<file path="src/hdl/adcrc_pkg.sv">
// Purpose: Shared constants and types for the converter result, compare and delay block
// Assumes: Register indices sit on word addresses (byte address = 4 * index)
// Notes:   Result, threshold and delay widths are fixed by the register layout
package adcrc_pkg;
    // Register indices on the bus
    localparam logic [7:0] ADCRC_IDX_RES_LO  = 8'hC2; // Result bits 3..0
    localparam logic [7:0] ADCRC_IDX_RES_HI  = 8'hC3; // Result bits 11..4
    localparam logic [7:0] ADCRC_IDX_CMP_LO  = 8'hCE; // Threshold bits 3..0
    localparam logic [7:0] ADCRC_IDX_CMP_HI  = 8'hCF; // Threshold bits 11..4
    localparam logic [7:0] ADCRC_IDX_CTL0    = 8'hE8; // Done flag and busy/start
    localparam logic [7:0] ADCRC_IDX_CTL1    = 8'hE1; // External select, enable
    localparam logic [7:0] ADCRC_IDX_CTL2    = 8'hE2; // Compare control, delay bit 8
    localparam logic [7:0] ADCRC_IDX_DLY     = 8'hE3; // Delay bits 7..0
    localparam logic [7:0] ADCRC_IDX_AOFF    = 8'hF6; // Pin digital input off
    localparam logic [7:0] ADCRC_IDX_PWM     = 8'hD0; // PWM run bit
    localparam logic [7:0] ADCRC_IDX_IRQ_ST  = 8'hD1; // Sticky event status, read only
    localparam logic [7:0] ADCRC_IDX_IRQ_CLR = 8'hD2; // Write one to clear status
    localparam logic [7:0] ADCRC_IDX_IRQ_EN  = 8'hD3; // Event enables

    // Field positions
    localparam int ADCRC_CTL0_DONE = 7; // Conversion done flag
    localparam int ADCRC_CTL0_BUSY = 6; // Busy on read, start on write
    localparam int ADCRC_CTL1_EXT  = 1; // External trigger select
    localparam int ADCRC_CTL1_EN   = 0; // Converter enable
    localparam int ADCRC_EV_DONE   = 0; // Event: conversion done
    localparam int ADCRC_EV_BRAKE  = 1; // Event: compare fault brake

    // Widths and reset values
    localparam int         ADCRC_RES_W   = 12;
    localparam int         ADCRC_DLY_W   = 9;
    localparam int         ADCRC_EV_N    = 2;
    localparam logic [7:0] ADCRC_RST_BYTE = 8'h00;
    // Converter clock divider: system clocks per converter clock period
    localparam int         ADCRC_ADC_DIV = 4;

    // Second control register layout
    typedef struct packed {
        logic       brake_on_compare_en; // Compare result forces fault brake
        logic       compare_polarity;    // 0: result >= threshold, 1: result < threshold
        logic       comparator_en;       // Comparator evaluates results
        logic       compare_result_flag; // Read only
        logic [2:0] rsvd;                // Read as zero
        logic       dly_bit8;            // Trigger delay count bit 8
    } adcrc_ctl2_t;

    // Conversion sequencer states, Gray along idle -> delay -> convert
    typedef enum logic [1:0] {
        ADCRC_IDLE  = 2'b00,
        ADCRC_DELAY = 2'b01,
        ADCRC_CONV  = 2'b11
    } adcrc_state_t;
endpackage

</file>
<file path="src/hdl/adcrc_delay.sv">
// Purpose: Counts the external trigger delay in converter clock periods
// Assumes: tick is a one-cycle pulse per converter clock period
// Notes:   A count of zero fires on the cycle after go
module adcrc_delay
    import adcrc_pkg::*;
#(
    parameter int W = ADCRC_DLY_W
) (
    input  wire logic         clk,
    input  wire logic         rst,
    input  wire logic         go,    // Accepted external trigger
    input  wire logic         tick,  // Converter clock enable
    input  wire logic [W-1:0] count, // Programmed delay
    output logic              fire   // One-cycle pulse when delay ends
);
    typedef enum logic {ADCRC_D_IDLE = 1'b0, ADCRC_D_RUN = 1'b1} adcrc_dstate_t;

    adcrc_dstate_t  st_reg,  st_next;  // Counter state
    logic [W-1:0]   cnt_reg, cnt_next; // Remaining periods
    logic           fire_reg, fire_next;

    // Next-state logic
    always_comb begin
        st_next   = st_reg;
        cnt_next  = cnt_reg;
        fire_next = 1'b0;
        case (st_reg)
            ADCRC_D_IDLE: begin
                if (go) begin
                    if (count == '0) begin
                        fire_next = 1'b1; // No delay programmed
                    end else begin
                        cnt_next = count;
                        st_next  = ADCRC_D_RUN;
                    end
                end
            end
            ADCRC_D_RUN: begin
                if (tick) begin
                    cnt_next = cnt_reg - 1'b1;
                    if (cnt_reg == {{(W-1){1'b0}}, 1'b1}) begin
                        fire_next = 1'b1; // Last period elapsed [RULE7]
                        st_next   = ADCRC_D_IDLE;
                    end
                end
            end
            default: st_next = ADCRC_D_IDLE;
        endcase
    end

    // State registers
    always_ff @(posedge clk) begin
        if (rst) begin
            st_reg   <= ADCRC_D_IDLE;
            cnt_reg  <= '0;
            fire_reg <= 1'b0;
        end else begin
            st_reg   <= st_next;
            cnt_reg  <= cnt_next;
            fire_reg <= fire_next;
        end
    end

    assign fire = fire_reg;

    AST_DLY_ZERO: assert property (@(posedge clk) disable iff (rst)
        (st_reg == ADCRC_D_IDLE && go && count == '0) |=> fire) // [RULE7]
        else $error("Zero delay did not fire at once");
endmodule

</file>
<file path="src/hdl/adcrc_compare.sv">
// Purpose: Result comparator, compare flag and fault brake latch
// Assumes: load marks the cycle the new result is written
// Notes:   Flag and brake update on the load edge itself, from the incoming result
module adcrc_compare
    import adcrc_pkg::*;
#(
    parameter int W = ADCRC_RES_W
) (
    input  wire logic         clk,
    input  wire logic         rst,
    input  wire logic         load,      // New result arrives
    input  wire logic [W-1:0] result,    // Incoming result
    input  wire logic [W-1:0] threshold, // Compare threshold
    input  wire logic         polarity,  // 0: >=, 1: <
    input  wire logic         enable,    // Comparator enable
    input  wire logic         brake_en,  // Brake on compare
    input  wire logic         run_set,   // Software sets PWM run again
    output logic              hit,       // Brake trigger this cycle
    output logic              flag,      // Compare result flag
    output logic              brake      // Fault brake level
);
    logic flag_reg,  flag_next;
    logic brake_reg, brake_next;
    logic cmp;

    // Comparison with selectable polarity
    always_comb begin
        cmp = polarity ? (result < threshold) : (result >= threshold); // [RULE3]
        flag_next  = flag_reg;
        if (load && enable) begin
            flag_next = cmp; // Evaluated only when enabled [RULE4] [RULE5]
        end
        hit        = load && enable && brake_en && cmp; // [RULE1] [RULE15]
        brake_next = brake_reg;
        if (hit) begin
            brake_next = 1'b1; // Brake wins over a same-cycle run request
        end else if (run_set) begin
            brake_next = 1'b0;
        end
    end

    // Flag and brake registers
    always_ff @(posedge clk) begin
        if (rst) begin
            flag_reg  <= 1'b0;
            brake_reg <= 1'b0;
        end else begin
            flag_reg  <= flag_next;
            brake_reg <= brake_next;
        end
    end

    assign flag  = flag_reg;
    assign brake = brake_reg;

    AST_CMP_DISABLED: assert property (@(posedge clk) disable iff (rst)
        !enable |=> $stable(flag)) // [RULE4]
        else $error("Flag changed while comparator off");
endmodule

</file>
<file path="src/hdl/adcrc_top.sv">
// Purpose: Converter digital side: result, compare, fault brake, trigger delay, pin gating
// Assumes: Classic Wishbone slave, 8-bit registers in the low byte lane of a word
// Notes:   The analog converter sits outside: conv_start out, conv_done/conv_data in
// Behaviour
// [RULE1] Compare hit with brake enable asserts brake
// [RULE2] Brake clears PWM run; software re-sets it
// [RULE3] Polarity 0 means >=, 1 means <
// [RULE4] Comparator evaluates only while enabled
// [RULE5] Flag recomputed after every completed conversion; the code recomputes it only while comparator_en is set
// [RULE6] Delay is nine bits, bit 8 in control
// [RULE7] Wait delay in converter clocks, then convert
// [RULE8] Delay applies only to external triggers
// [RULE9] Software keeps delay steady while PWM runs
// [RULE10] Off bit forces pin digital input low
// [RULE11] Result readable as high byte, low nibble
// [RULE12] Writable twelve-bit threshold, high byte, nibble
// [RULE13] Done flag set; no start while set
// [RULE14] External triggers ignored while busy
// [RULE15] Flag and brake update with result write
module adcrc_top
    import adcrc_pkg::*;
#(
    parameter int ADC_DIV = ADCRC_ADC_DIV // System clocks per converter clock
) (
    input  wire logic        clk,
    input  wire logic        rst,
    input  wire logic        wb_cyc_i,
    input  wire logic        wb_stb_i,
    input  wire logic        wb_we_i,
    input  wire logic [9:0]  wb_adr_i,
    input  wire logic [31:0] wb_dat_i,
    input  wire logic [3:0]  wb_sel_i,
    output logic      [31:0] wb_dat_o,
    output logic             wb_ack_o,
    input  wire logic        ext_trig,    // Detected external trigger, one-cycle pulse
    output logic             conv_start,  // Start the analog conversion, pulse
    input  wire logic        conv_done,   // Analog conversion finished, pulse
    input  wire logic [11:0] conv_data,   // Result with conv_done
    output logic             fault_brake, // PWM fault brake level
    output logic             pwm_run,     // PWM run bit
    output logic             irq,         // Level interrupt
    input  wire logic [7:0]  pin_in,      // Raw pin digital levels
    output logic      [7:0]  pin_din      // Gated pin digital levels
);
    // Bus state
    logic        ack_reg,  ack_next;
    logic [31:0] dat_reg,  dat_next;
    logic [7:0]  idx;          // Register index
    logic [7:0]  wdat;         // Write byte
    logic        wr;           // Write takes effect this edge
    // Software-visible registers
    logic [11:0] thr_reg,   thr_next;   // Compare threshold
    adcrc_ctl2_t ctl2_reg,  ctl2_next;  // Flag field unused here
    logic [7:0]  dly_reg,   dly_next;   // Delay bits 7..0
    logic [7:0]  aoff_reg,  aoff_next;  // Pin digital off
    logic        ext_reg,   ext_next;   // External trigger select
    logic        en_reg,    en_next;    // Converter enable
    logic        done_reg,  done_next;  // Conversion done flag
    logic        run_reg,   run_next;   // PWM run
    logic [1:0]  ien_reg,   ien_next;   // Interrupt enables
    logic [1:0]  ist_reg,   ist_next;   // Sticky status
    logic [11:0] res_reg,   res_next;   // Conversion result
    logic [7:0]  din_reg;               // Registered gated pins
    // Sequencer
    adcrc_state_t st_reg,   st_next;
    logic        start_reg, start_next;
    logic        dly_go, dly_fire, load, sw_start, run_set, hit, cmp_flag;
    // Converter clock divider
    logic [7:0]  div_reg,   div_next;
    logic        tick;

    assign idx  = wb_adr_i[9:2];
    assign wdat = wb_dat_i[7:0];
    // The master holds the request until it sees ack, so act on the ack edge
    assign wr   = wb_cyc_i && wb_stb_i && wb_we_i && ack_reg && wb_sel_i[0];
    assign sw_start = wr && (idx == ADCRC_IDX_CTL0) && wdat[ADCRC_CTL0_BUSY];
    assign run_set  = wr && (idx == ADCRC_IDX_PWM) && wdat[0];
    assign load     = (st_reg == ADCRC_CONV) && conv_done;

    // Converter clock enable divider
    always_comb begin
        tick     = (div_reg == 8'(ADC_DIV - 1));
        div_next = tick ? 8'h00 : div_reg + 8'h01;
    end

    // Bus answer: ack one cycle after request, read data captured with it
    always_comb begin
        ack_next = wb_cyc_i && wb_stb_i && !ack_reg;
        dat_next = dat_reg;
        if (ack_next) begin
            dat_next = 32'h0000_0000; // Unmapped and write-only read zero
            case (idx)
                ADCRC_IDX_RES_LO:  dat_next[7:0] = {4'h0, res_reg[3:0]};   // [RULE11]
                ADCRC_IDX_RES_HI:  dat_next[7:0] = res_reg[11:4];          // [RULE11]
                ADCRC_IDX_CMP_LO:  dat_next[7:0] = {4'h0, thr_reg[3:0]};
                ADCRC_IDX_CMP_HI:  dat_next[7:0] = thr_reg[11:4];
                ADCRC_IDX_CTL0:    dat_next[7:0] = {done_reg, st_reg != ADCRC_IDLE, 6'h00};
                ADCRC_IDX_CTL1:    dat_next[7:0] = {6'h00, ext_reg, en_reg};
                ADCRC_IDX_CTL2:    dat_next[7:0] = {ctl2_reg.brake_on_compare_en,
                                                    ctl2_reg.compare_polarity,
                                                    ctl2_reg.comparator_en, cmp_flag,
                                                    3'h0, ctl2_reg.dly_bit8};
                ADCRC_IDX_DLY:     dat_next[7:0] = dly_reg;
                ADCRC_IDX_AOFF:    dat_next[7:0] = aoff_reg;
                ADCRC_IDX_PWM:     dat_next[7:0] = {7'h00, run_reg};
                ADCRC_IDX_IRQ_ST:  dat_next[7:0] = {6'h00, ist_reg};
                ADCRC_IDX_IRQ_EN:  dat_next[7:0] = {6'h00, ien_reg};
                default:           dat_next = 32'h0000_0000;
            endcase
        end
    end

    // Register writes and hardware updates
    always_comb begin
        thr_next  = thr_reg;
        ctl2_next = ctl2_reg;
        dly_next  = dly_reg;
        aoff_next = aoff_reg;
        ext_next  = ext_reg;
        en_next   = en_reg;
        done_next = done_reg;
        run_next  = run_reg;
        ien_next  = ien_reg;
        ist_next  = ist_reg;
        res_next  = res_reg;
        if (wr) begin
            case (idx)
                ADCRC_IDX_CMP_LO: thr_next[3:0]  = wdat[3:0]; // [RULE12]
                ADCRC_IDX_CMP_HI: thr_next[11:4] = wdat;      // [RULE12]
                ADCRC_IDX_CTL0:   if (!wdat[ADCRC_CTL0_DONE]) done_next = 1'b0;
                ADCRC_IDX_CTL1: begin
                    ext_next = wdat[ADCRC_CTL1_EXT];
                    en_next  = wdat[ADCRC_CTL1_EN];
                end
                ADCRC_IDX_CTL2: begin
                    ctl2_next.brake_on_compare_en = wdat[7];
                    ctl2_next.compare_polarity    = wdat[6];
                    ctl2_next.comparator_en       = wdat[5]; // Zero turns it off [RULE4]
                    ctl2_next.dly_bit8            = wdat[0]; // [RULE6]
                end
                ADCRC_IDX_DLY:    dly_next  = wdat;          // [RULE6]
                ADCRC_IDX_AOFF:   aoff_next = wdat;
                ADCRC_IDX_PWM:    run_next  = wdat[0];
                ADCRC_IDX_IRQ_CLR: ist_next = ist_reg & ~wdat[1:0];
                ADCRC_IDX_IRQ_EN: ien_next  = wdat[1:0];
                default: ;
            endcase
        end
        if (load) begin
            res_next  = conv_data;
            done_next = 1'b1; // Set wins over a same-cycle clear [RULE13]
        end
        if (hit) begin
            run_next = 1'b0; // Hardware stops PWM on compare brake [RULE2]
        end
        ist_next[ADCRC_EV_DONE]  = ist_next[ADCRC_EV_DONE] | load;
        ist_next[ADCRC_EV_BRAKE] = ist_next[ADCRC_EV_BRAKE] | hit;
    end

    // Conversion sequencer
    always_comb begin
        st_next    = st_reg;
        start_next = 1'b0;
        dly_go     = 1'b0;
        case (st_reg)
            ADCRC_IDLE: begin
                if (en_reg && !done_reg) begin // [RULE13]
                    if (sw_start) begin
                        start_next = 1'b1; // Software start skips the delay [RULE8]
                        st_next    = ADCRC_CONV;
                    end else if (ext_reg && ext_trig) begin
                        dly_go  = 1'b1; // [RULE8]
                        st_next = ADCRC_DELAY;
                    end
                end
            end
            ADCRC_DELAY: begin
                if (dly_fire) begin
                    start_next = 1'b1; // [RULE7]
                    st_next    = ADCRC_CONV;
                end
            end
            ADCRC_CONV: begin
                if (conv_done) begin
                    st_next = ADCRC_IDLE; // Triggers ignored until here [RULE14]
                end
            end
            default: st_next = ADCRC_IDLE;
        endcase
    end

    // All registers
    always_ff @(posedge clk) begin
        if (rst) begin
            ack_reg   <= 1'b0;
            dat_reg   <= 32'h0000_0000;
            thr_reg   <= 12'h000;
            ctl2_reg  <= adcrc_ctl2_t'(ADCRC_RST_BYTE);
            dly_reg   <= ADCRC_RST_BYTE;
            aoff_reg  <= ADCRC_RST_BYTE;
            ext_reg   <= 1'b0;
            en_reg    <= 1'b0;
            done_reg  <= 1'b0;
            run_reg   <= 1'b0;
            ien_reg   <= 2'h0;
            ist_reg   <= 2'h0;
            res_reg   <= 12'h000;
            st_reg    <= ADCRC_IDLE;
            start_reg <= 1'b0;
            div_reg   <= 8'h00;
            din_reg   <= ADCRC_RST_BYTE;
        end else begin
            ack_reg   <= ack_next;
            dat_reg   <= dat_next;
            thr_reg   <= thr_next;
            ctl2_reg  <= ctl2_next;
            dly_reg   <= dly_next;
            aoff_reg  <= aoff_next;
            ext_reg   <= ext_next;
            en_reg    <= en_next;
            done_reg  <= done_next;
            run_reg   <= run_next;
            ien_reg   <= ien_next;
            ist_reg   <= ist_next;
            res_reg   <= res_next;
            st_reg    <= st_next;
            start_reg <= start_next;
            div_reg   <= div_next;
            din_reg   <= pin_in & ~aoff_reg; // Disabled pins read zero [RULE10]
        end
    end

    // Delay counter; software must not change it while a PWM trigger runs [RULE9]
    adcrc_delay #(.W(ADCRC_DLY_W)) u_delay (
        .clk   (clk),
        .rst   (rst),
        .go    (dly_go),
        .tick  (tick),
        .count ({ctl2_reg.dly_bit8, dly_reg}), // [RULE6]
        .fire  (dly_fire)
    );

    // Comparator and brake latch
    adcrc_compare #(.W(ADCRC_RES_W)) u_cmp (
        .clk       (clk),
        .rst       (rst),
        .load      (load),
        .result    (conv_data),
        .threshold (thr_reg),
        .polarity  (ctl2_reg.compare_polarity),
        .enable    (ctl2_reg.comparator_en),
        .brake_en  (ctl2_reg.brake_on_compare_en),
        .run_set   (run_set),
        .hit       (hit),
        .flag      (cmp_flag),
        .brake     (fault_brake)
    );

    assign wb_ack_o   = ack_reg;
    assign wb_dat_o   = dat_reg;
    assign conv_start = start_reg;
    assign pwm_run    = run_reg;
    assign pin_din    = din_reg;
    assign irq        = |(ist_reg & ien_reg);

    AST_BRAKE_SET: assert property (@(posedge clk) disable iff (rst)
        (load && ctl2_reg.comparator_en && ctl2_reg.brake_on_compare_en
         && (ctl2_reg.compare_polarity ? conv_data < thr_reg : conv_data >= thr_reg))
        |=> fault_brake && cmp_flag) // [RULE1]
        else $error("Compare hit did not brake");
    AST_RUN_CLEAR: assert property (@(posedge clk) disable iff (rst)
        hit |=> !pwm_run) // [RULE2]
        else $error("PWM run not cleared by brake");
    AST_POLARITY: assert property (@(posedge clk) disable iff (rst)
        (load && ctl2_reg.comparator_en) |=>
        cmp_flag == ($past(ctl2_reg.compare_polarity) ? ($past(conv_data) < $past(thr_reg))
                                           : ($past(conv_data) >= $past(thr_reg)))) // [RULE3]
        else $error("Compare flag wrong for polarity");
    AST_RESULT: assert property (@(posedge clk) disable iff (rst)
        load |=> res_reg == $past(conv_data) && done_reg) // [RULE15]
        else $error("Result not stored with done flag");
    AST_NO_START_DONE: assert property (@(posedge clk) disable iff (rst)
        done_reg |=> !start_reg || $past(st_reg) == ADCRC_DELAY) // [RULE13]
        else $error("Start while done flag set");
    AST_EXT_IGNORED: assert property (@(posedge clk) disable iff (rst)
        (st_reg != ADCRC_IDLE && ext_trig) |-> !dly_go) // [RULE14]
        else $error("External trigger taken while busy");
    AST_SW_NO_DELAY: assert property (@(posedge clk) disable iff (rst)
        (st_reg == ADCRC_IDLE && sw_start && en_reg && !done_reg) |=> start_reg) // [RULE8]
        else $error("Software start delayed");
    AST_DELAY_START: assert property (@(posedge clk) disable iff (rst)
        (st_reg == ADCRC_DELAY && dly_fire) |=> start_reg && st_reg == ADCRC_CONV) // [RULE7]
        else $error("Delay end did not start conversion");
    AST_PIN_OFF: assert property (@(posedge clk) disable iff (rst)
        ##1 (pin_din & $past(aoff_reg)) == 8'h00) // [RULE10]
        else $error("Disabled pin read nonzero");
    AST_BUS_ACK: assert property (@(posedge clk) disable iff (rst)
        wb_ack_o |=> !wb_ack_o)
        else $error("Ack held two cycles");

    COV_SW_CONV: cover property (@(posedge clk) disable iff (rst) sw_start ##[1:50] load);
    COV_EXT_DELAY: cover property (@(posedge clk) disable iff (rst)
        dly_go ##[2:200] dly_fire);
    COV_BRAKE: cover property (@(posedge clk) disable iff (rst) hit ##[1:50] run_set);
endmodule

</file>
<file path="config.mk">
export PLATFORM = sky130hd
export DESIGN_NAME = adcrc_top
export DESIGN_NICKNAME = d
export VERILOG_FILES = /design/src/hdl/adcrc_pkg.sv /design/src/hdl/adcrc_delay.sv /design/src/hdl/adcrc_compare.sv /design/src/hdl/adcrc_top.sv
export SDC_FILE = /design/constraint.sdc
export NUM_CORES = 1
export LEC_CHECK = 0
export BUFFER_PORTS_ARGS = -buffer_cell sky130_fd_sc_hd__buf_2
export CORE_MARGIN = 1.5
export CORE_UTILIZATION = 55
export DETAILED_ROUTE_END_ITERATION = 8
export PLACE_DENSITY_LB_ADDON = 0.3
export SYNTH_ARGS = -nofsm -noshare
export SYNTH_HDL_FRONTEND = slang
export SYNTH_SLANG_ARGS = --single-unit
export TNS_END_PERCENT = 20
</file>
<file path="constraint.sdc">
create_clock -name clk -period 4.3 [get_ports clk]
set_clock_uncertainty 0.15 [all_clocks]
set_input_delay 0.43 -clock clk [delete_from_list [all_inputs] [get_ports clk]]
set_output_delay 0.43 -clock clk [all_outputs]
set_load 0.03 [all_outputs]
</file>
== Yosys cells after proc, flatten, opt, wreduce, memory -nomap -nowiden ==
Index checks and enable logic that the tools add are counted.

* Logic and storage cells: 138
* Output and inout port bits: 45
* Bits in registers: 93
* Input port bits: 73

* Add/sub/neg operators: 2
* Multiplexer cells: 38
* Magnitude comparators: 2
* Equal/unequal tests: 25
* Reduce and logical (&&, ||, !) cells: 37
* Bitwise logic cells: 8

{| class="wikitable"
|+ Operators by type and width
! operator !! number
|-
| $eq A8 B8 Y1 const B || 13
|-
| $pmux W8 S12 || 1
|-
| $mux W9 || 3
|-
| $mux W1 || 22
|-
| $pmux W9 S2 || 1
|-
| $reduce_and A2 Y1 || 8
|-
| $logic_and A1 B1 Y1 || 15
|-
| $mux W2 || 7
|-
| $ge A12 B12 Y1 || 1
|-
| $lt A12 B12 Y1 || 1
|-
| $ne A2 B2 Y1 const B || 5
|-
| $eq A9 B1 Y1 const B || 1
|-
| $logic_not A9 Y1 || 1
|-
| $sub A9 B1 Y9 const B || 1
|-
| $add A8 B1 Y8 const B || 1
|-
| $and A8 B8 Y8 || 1
|-
| $eq A8 B2 Y1 const B || 1
|-
| $not A8 Y8 || 1
|-
| $reduce_bool A2 Y1 || 4
|-
| $pmux W1 S2 || 3
|-
| $pmux W2 S3 || 1
|-
| $reduce_and A3 Y1 || 2
|-
| $reduce_or A2 Y1 || 3
|-
| $and A2 B2 Y2 || 2
|-
| 10 further kinds || 13
|}

== Logic depth before layout (Yosys ltp) ==
* Depth after elaboration: 11
* Mapped depth: 9
* Mapped depth without buffers: 8

== By module ==
A second synthesis with hierarchy kept.

* Cell total of the unflattened synthesis: 607
* Area, all modules: 5172.5 um^2

{| class="wikitable"
|+ Modules (own cells, without submodules)
! module !! area an instance (um^2) !! instances !! cells an instance
|-
| adcrc_top || 3920.0 || 1 || 466
|-
| adcrc_delay || 789.5 || 1 || 88
|-
| adcrc_compare || 462.9 || 1 || 53
|}

== Worst setup path before layout ==
No wires, ideal clock.

* Path kind: flip-flop to flip-flop
* Start point: register ack_reg, in the netlist wb_ack_o
* End point: register run_reg, in the netlist pwm_run
* Arrival: 1.810 ns
* Data required time: 4.034 ns
* Stages on the path, launching flop included: 8
* Clock period less this slack: 2.076 ns
* Setup time: 0.116 ns
* Buffers on the path: 1
* Path slack: 2.224 ns
* Path through: dfxtp_1 > nand3_1 > nor2_2 > and3_1 > clkbuf_1 > nand3_1 > a21bo_2 > and3b_1

* Word-level cells in the longest chain between the ends: 3

{| class="wikitable"
|+ RTL lines
! element !! line !! source
|-
| start, declared || adcrc_top.sv:46 || <nowiki>logic ack_reg, ack_next;</nowiki>
|-
| start signal, assigned || adcrc_top.sv:213 || <nowiki>ack_reg <= ack_next;</nowiki>
|-
| $logic_and A1 B1 Y1 (2 in a row) || adcrc_top.sv:75 || <nowiki>assign wr = wb_cyc_i && wb_stb_i && wb_we_i && ack_reg && wb_sel_i[0];</nowiki>
|-
| $reduce_and A2 Y1 (no source line) || -- ||
|-
| end signal, assigned || adcrc_top.sv:222 || <nowiki>run_reg <= run_next;</nowiki>
|-
| end, declared || adcrc_top.sv:59 || <nowiki>logic run_reg, run_next;</nowiki>
|}

No other way between the ends.
A chain may end at the register's enable or synchronous reset.

== Worst setup path in the final report ==
* Start point: register u_delay.st_reg
* End point: register u_delay.cnt_reg[5]

* Word-level cells in the longest chain between the ends: 3

{| class="wikitable"
|+ RTL lines
! element !! line !! source
|-
| start, declared || adcrc_delay.sv:18 || <nowiki>adcrc_dstate_t st_reg, st_next;</nowiki>
|-
| start signal, assigned || adcrc_delay.sv:58 || <nowiki>st_reg <= st_next;</nowiki>
|-
| $not A1 Y1 || adcrc_delay.sv:27 || <nowiki>case (st_reg)</nowiki>
|-
| $ne A2 B2 Y1 (no source line) || -- ||
|-
| $reduce_and A3 Y1 (no source line) || -- ||
|-
| end signal, assigned || adcrc_delay.sv:59 || <nowiki>cnt_reg <= cnt_next;</nowiki>
|-
| end, declared || adcrc_delay.sv:19 || <nowiki>logic [W-1:0] cnt_reg, cnt_next;</nowiki>
|}

Several ways; a longest one is shown, not always the timed one.

==> impl_metrics.tcl <==
set metrics [dict create \
    fin_setup_tns_ps 0 \
    max_freq_mhz 385 \
    fin_util_pct 61.2 \
    drive_gt1_share_pct 15.9 \
    peakVddDrop_v 0.000144 \
    clk_pin_slew_worst_paths_ps 90 \
    p_seq_share_pct 55.7 \
    layoutNonFillerInstCount 743 \
    synth_largest_area_cell "dfxtp_1" \
    netlist_area_um2 4860 \
    post_drt_wl_per_cell_um 17.0 \
    dpl_worst_slack_ps 1670 \
    cp.required_ps 4370 \
    critPathMaxFanout 25 \
    tightest_slew_ps 1180 \
    grt_first_pass_wirelength_um 20700 \
    synthTopCellsByCount "dfxtp_1, nand2_1, a21oi_1, nor2_1, nand3_1" \
    swShare_pct 27.5 \
    p_leak_nw 2.09 \
    fin_area_um2 5280 \
    critPathMaxStageDelay_ps 990 \
    drcViolationCount 0 \
    dpl_cell_area_um2 5100 \
    whs_ps 158 \
    min_path_cells 3 \
    die_h_um 97.0 \
    worst-r2r-setup-slack_ps 1700 \
    htreeDepth 3 \
    power-per-cell-area_nw_per_um2 297 \
    first_pass_iters 5 \
    syn_to_final_growth_pct 8.56 \
    hold_path_end "res_reg[2]$_SDFFE_PP0P_" \
    cap_violations 0 \
    dr.first_iter.drc_count 263 \
    synth_area_leaders "dfxtp_1, a21oi_1, mux2i_1" \
    gr-total-overflow 0 \
    clk_path_buf_depth 2 \
    nets 718 \
    port_buffers 64 \
    vias_per_cell 6.01 \
    slew_headroom_pct 21.5 \
    end_kind "flop" \
    timing.rr.end "u_delay.cnt_reg[5]$_SDFFE_PP0P_" \
    grt_pass1_vias 4206 \
    critPathSlowestCell "dfxtp_1" \
    start_kind "flop" \
    synth_edf_count 0 \
    place_inst 727 \
    hp-class "primary input to flop" \
    synth_warnings 0 \
    critPathKind "flop to flop" \
    start_util_pct 56.3 \
    ys_types 62 \
    crit_chain "nor4bb_1 > o21ba_1 > a21boi_4 > o32ai_2" \
    clk_latency_ps 370 \
    cts_setup_buffers 0 \
    p_comb_share_pct 10.0 \
    setup_ws_ps 1700 \
    clkPwrFrac_pct 34.3 \
    cts_sinks 93 \
    r2r_cells 4 \
    rows 34 \
    min_period_ps 2600 \
    die-area_um2 9420 \
    finalHoldViolations 0 \
    final_antenna_net_count 0 \
    antenna_found_initial 0 \
    cts_root_buf "clkbuf_8" \
    yosysSeqAreaShare_pct 38.3 \
    synth.avg_cell_area_um2 8.30 \
    track_usage_pct 27.3 \
    wl_um 12600 \
    cts_tree "done" \
    core-area_um2 8640 \
    synth.most_common_cell "dfxtp_1" \
    setup_viol 0 \
    run_status "finished clean" \
    worstReg2RegStart "u_delay.st_reg$_SDFF_PP0_" \
    synthFlopType "dfxtp_1" \
    p_int_mw 1.14 \
    n_antenna_cell 0 \
    dpl.hpwl_um 9050 \
    grt_max_degree 66 \
    crit_arrival_ps 2660 \
    synthCells 586 \
    fillerInstances 771 \
    drv_slew 0 \
    synth-seq-cells 93 \
    power.switching_mw 0.431 \
    fin_crit_sh_pct 60.4 \
    gp_congestion 0.901 \
    post-synth-top-area-fraction_pct 38.3 \
    cts_buffers 9 \
    ctsHoldBuffers 0 \
    synth-async-reset-ratio_pct 0 \
    multi_input_area_um2 2670 \
    cts_resized 0 \
    rsz0062_at_grt "false" \
    fp.dieW_um 97.0 \
    io_pins 118 \
    regArea_um2 1860 \
    power_mw 1.57 \
    hp-start "conv_data[2]" \
    vias 4463 \
]
[placed cells by master, fill, tap and decap left out, types with 3 or more instances in the layout]
master,instances
a211o_1,6
a211oi_1,3
a21oi_1,55
a221oi_1,3
a22o_1,5
a22oi_1,10
a31oi_1,7
and2_1,4
and3_1,5
and4_1,3
buf_2,64
buf_4,4
clkbuf_8,10
clkinvlp_4,3
conb_1,24
dfxtp_1,93
ha_1,15
inv_1,22
mux2_2,5
mux2i_1,26
nand2_1,65
nand2b_1,4
nand3_1,38
nand4_1,5
nor2_1,50
nor2b_1,6
nor3_1,12
nor3b_1,11
nor4_1,5
o21ai_0,22
xor2_1,5
[power by group through the flow]
stage / registers [mW] / clock network (mW) / logic (mW)
3_3_place_gp: 0.894 / 0 / 0.150
6_report: 0.875 / 0.539 / 0.156
3_5_place_dp: 0.895 / 0 / 0.153
4_1_cts: 0.875 / 0.548 / 0.154
5_1_grt: 0.876 / 0.583 / 0.170
2_1_floorplan: 0.905 / 0 / 0.108
[cell families (layout without fill, tap and decap cells)]
kind of cell               after synthesis  count (layout)  synth area share, %
DFF                                     93              93                 38.3
muxes                                   31              31                 6.51
xor gates and xnor gates                 7               7                 1.26
and+or+nand+nor                        225             225                 23.4
AOI/OAI and AO/OA                      134             134                 18.1
other                                    1              24               0.0771
buffers and inverters                   80             106                 8.54
adders and majority gates               15              15                 3.86
[layout make-up]
| type | instances | share of cell area (%) |
|---|---|---|
| Multi-Input combinational cell | 436 | 50.6 |
| Inverter | 22 | 1.56 |
| Sequential cell | 93 | 35.3 |
| Clock buffer | 11 | 2.68 |
| Tap cell | 108 | 2.56 |
| Clock inverter | 5 | 0.687 |
| Timing Repair Buffer | 68 | 6.63 |
[metal layers]
layer  vias up  track usage (%)  wire length [µm]
li1       2130                -                 -
met1      2111             34.7              5470
met2       187             45.3              5880
met3        35             4.62               820
met4         0             11.9               435
met5         -                0                 0
[worst max-delay path: cells and delay by family, from the launching register on]
kind / cells / cell delay (ps)
and+or+nand+nor: 1 / 510
DFF: 1 / 990
AOI/OAI and AO/OA: 3 / 780
[worst max path at each step]
stage                                         start                         endpoint  slack (ps)  depth (start not counted)
final                     u_delay.st_reg$_SDFF_PP0_  u_delay.cnt_reg[5]$_SDFFE_PP0P_        1700                          4
after global routing      u_delay.st_reg$_SDFF_PP0_  u_delay.cnt_reg[1]$_SDFFE_PP0P_        1460                          4
after CTS                 u_delay.st_reg$_SDFF_PP0_  u_delay.cnt_reg[5]$_SDFFE_PP0P_        1750                          4
after detailed placement                wb_adr_i[2]  u_delay.cnt_reg[5]$_SDFFE_PP0P_        1670                          7
after global placement                  wb_adr_i[2]  u_delay.cnt_reg[5]$_SDFFE_PP0P_        1720                          7
after floorplan                 wb_ack_o$_SDFF_PP0_             pwm_run$_SDFFE_PP0P_        2220                          7
Power figures use the tool's default switching activity.
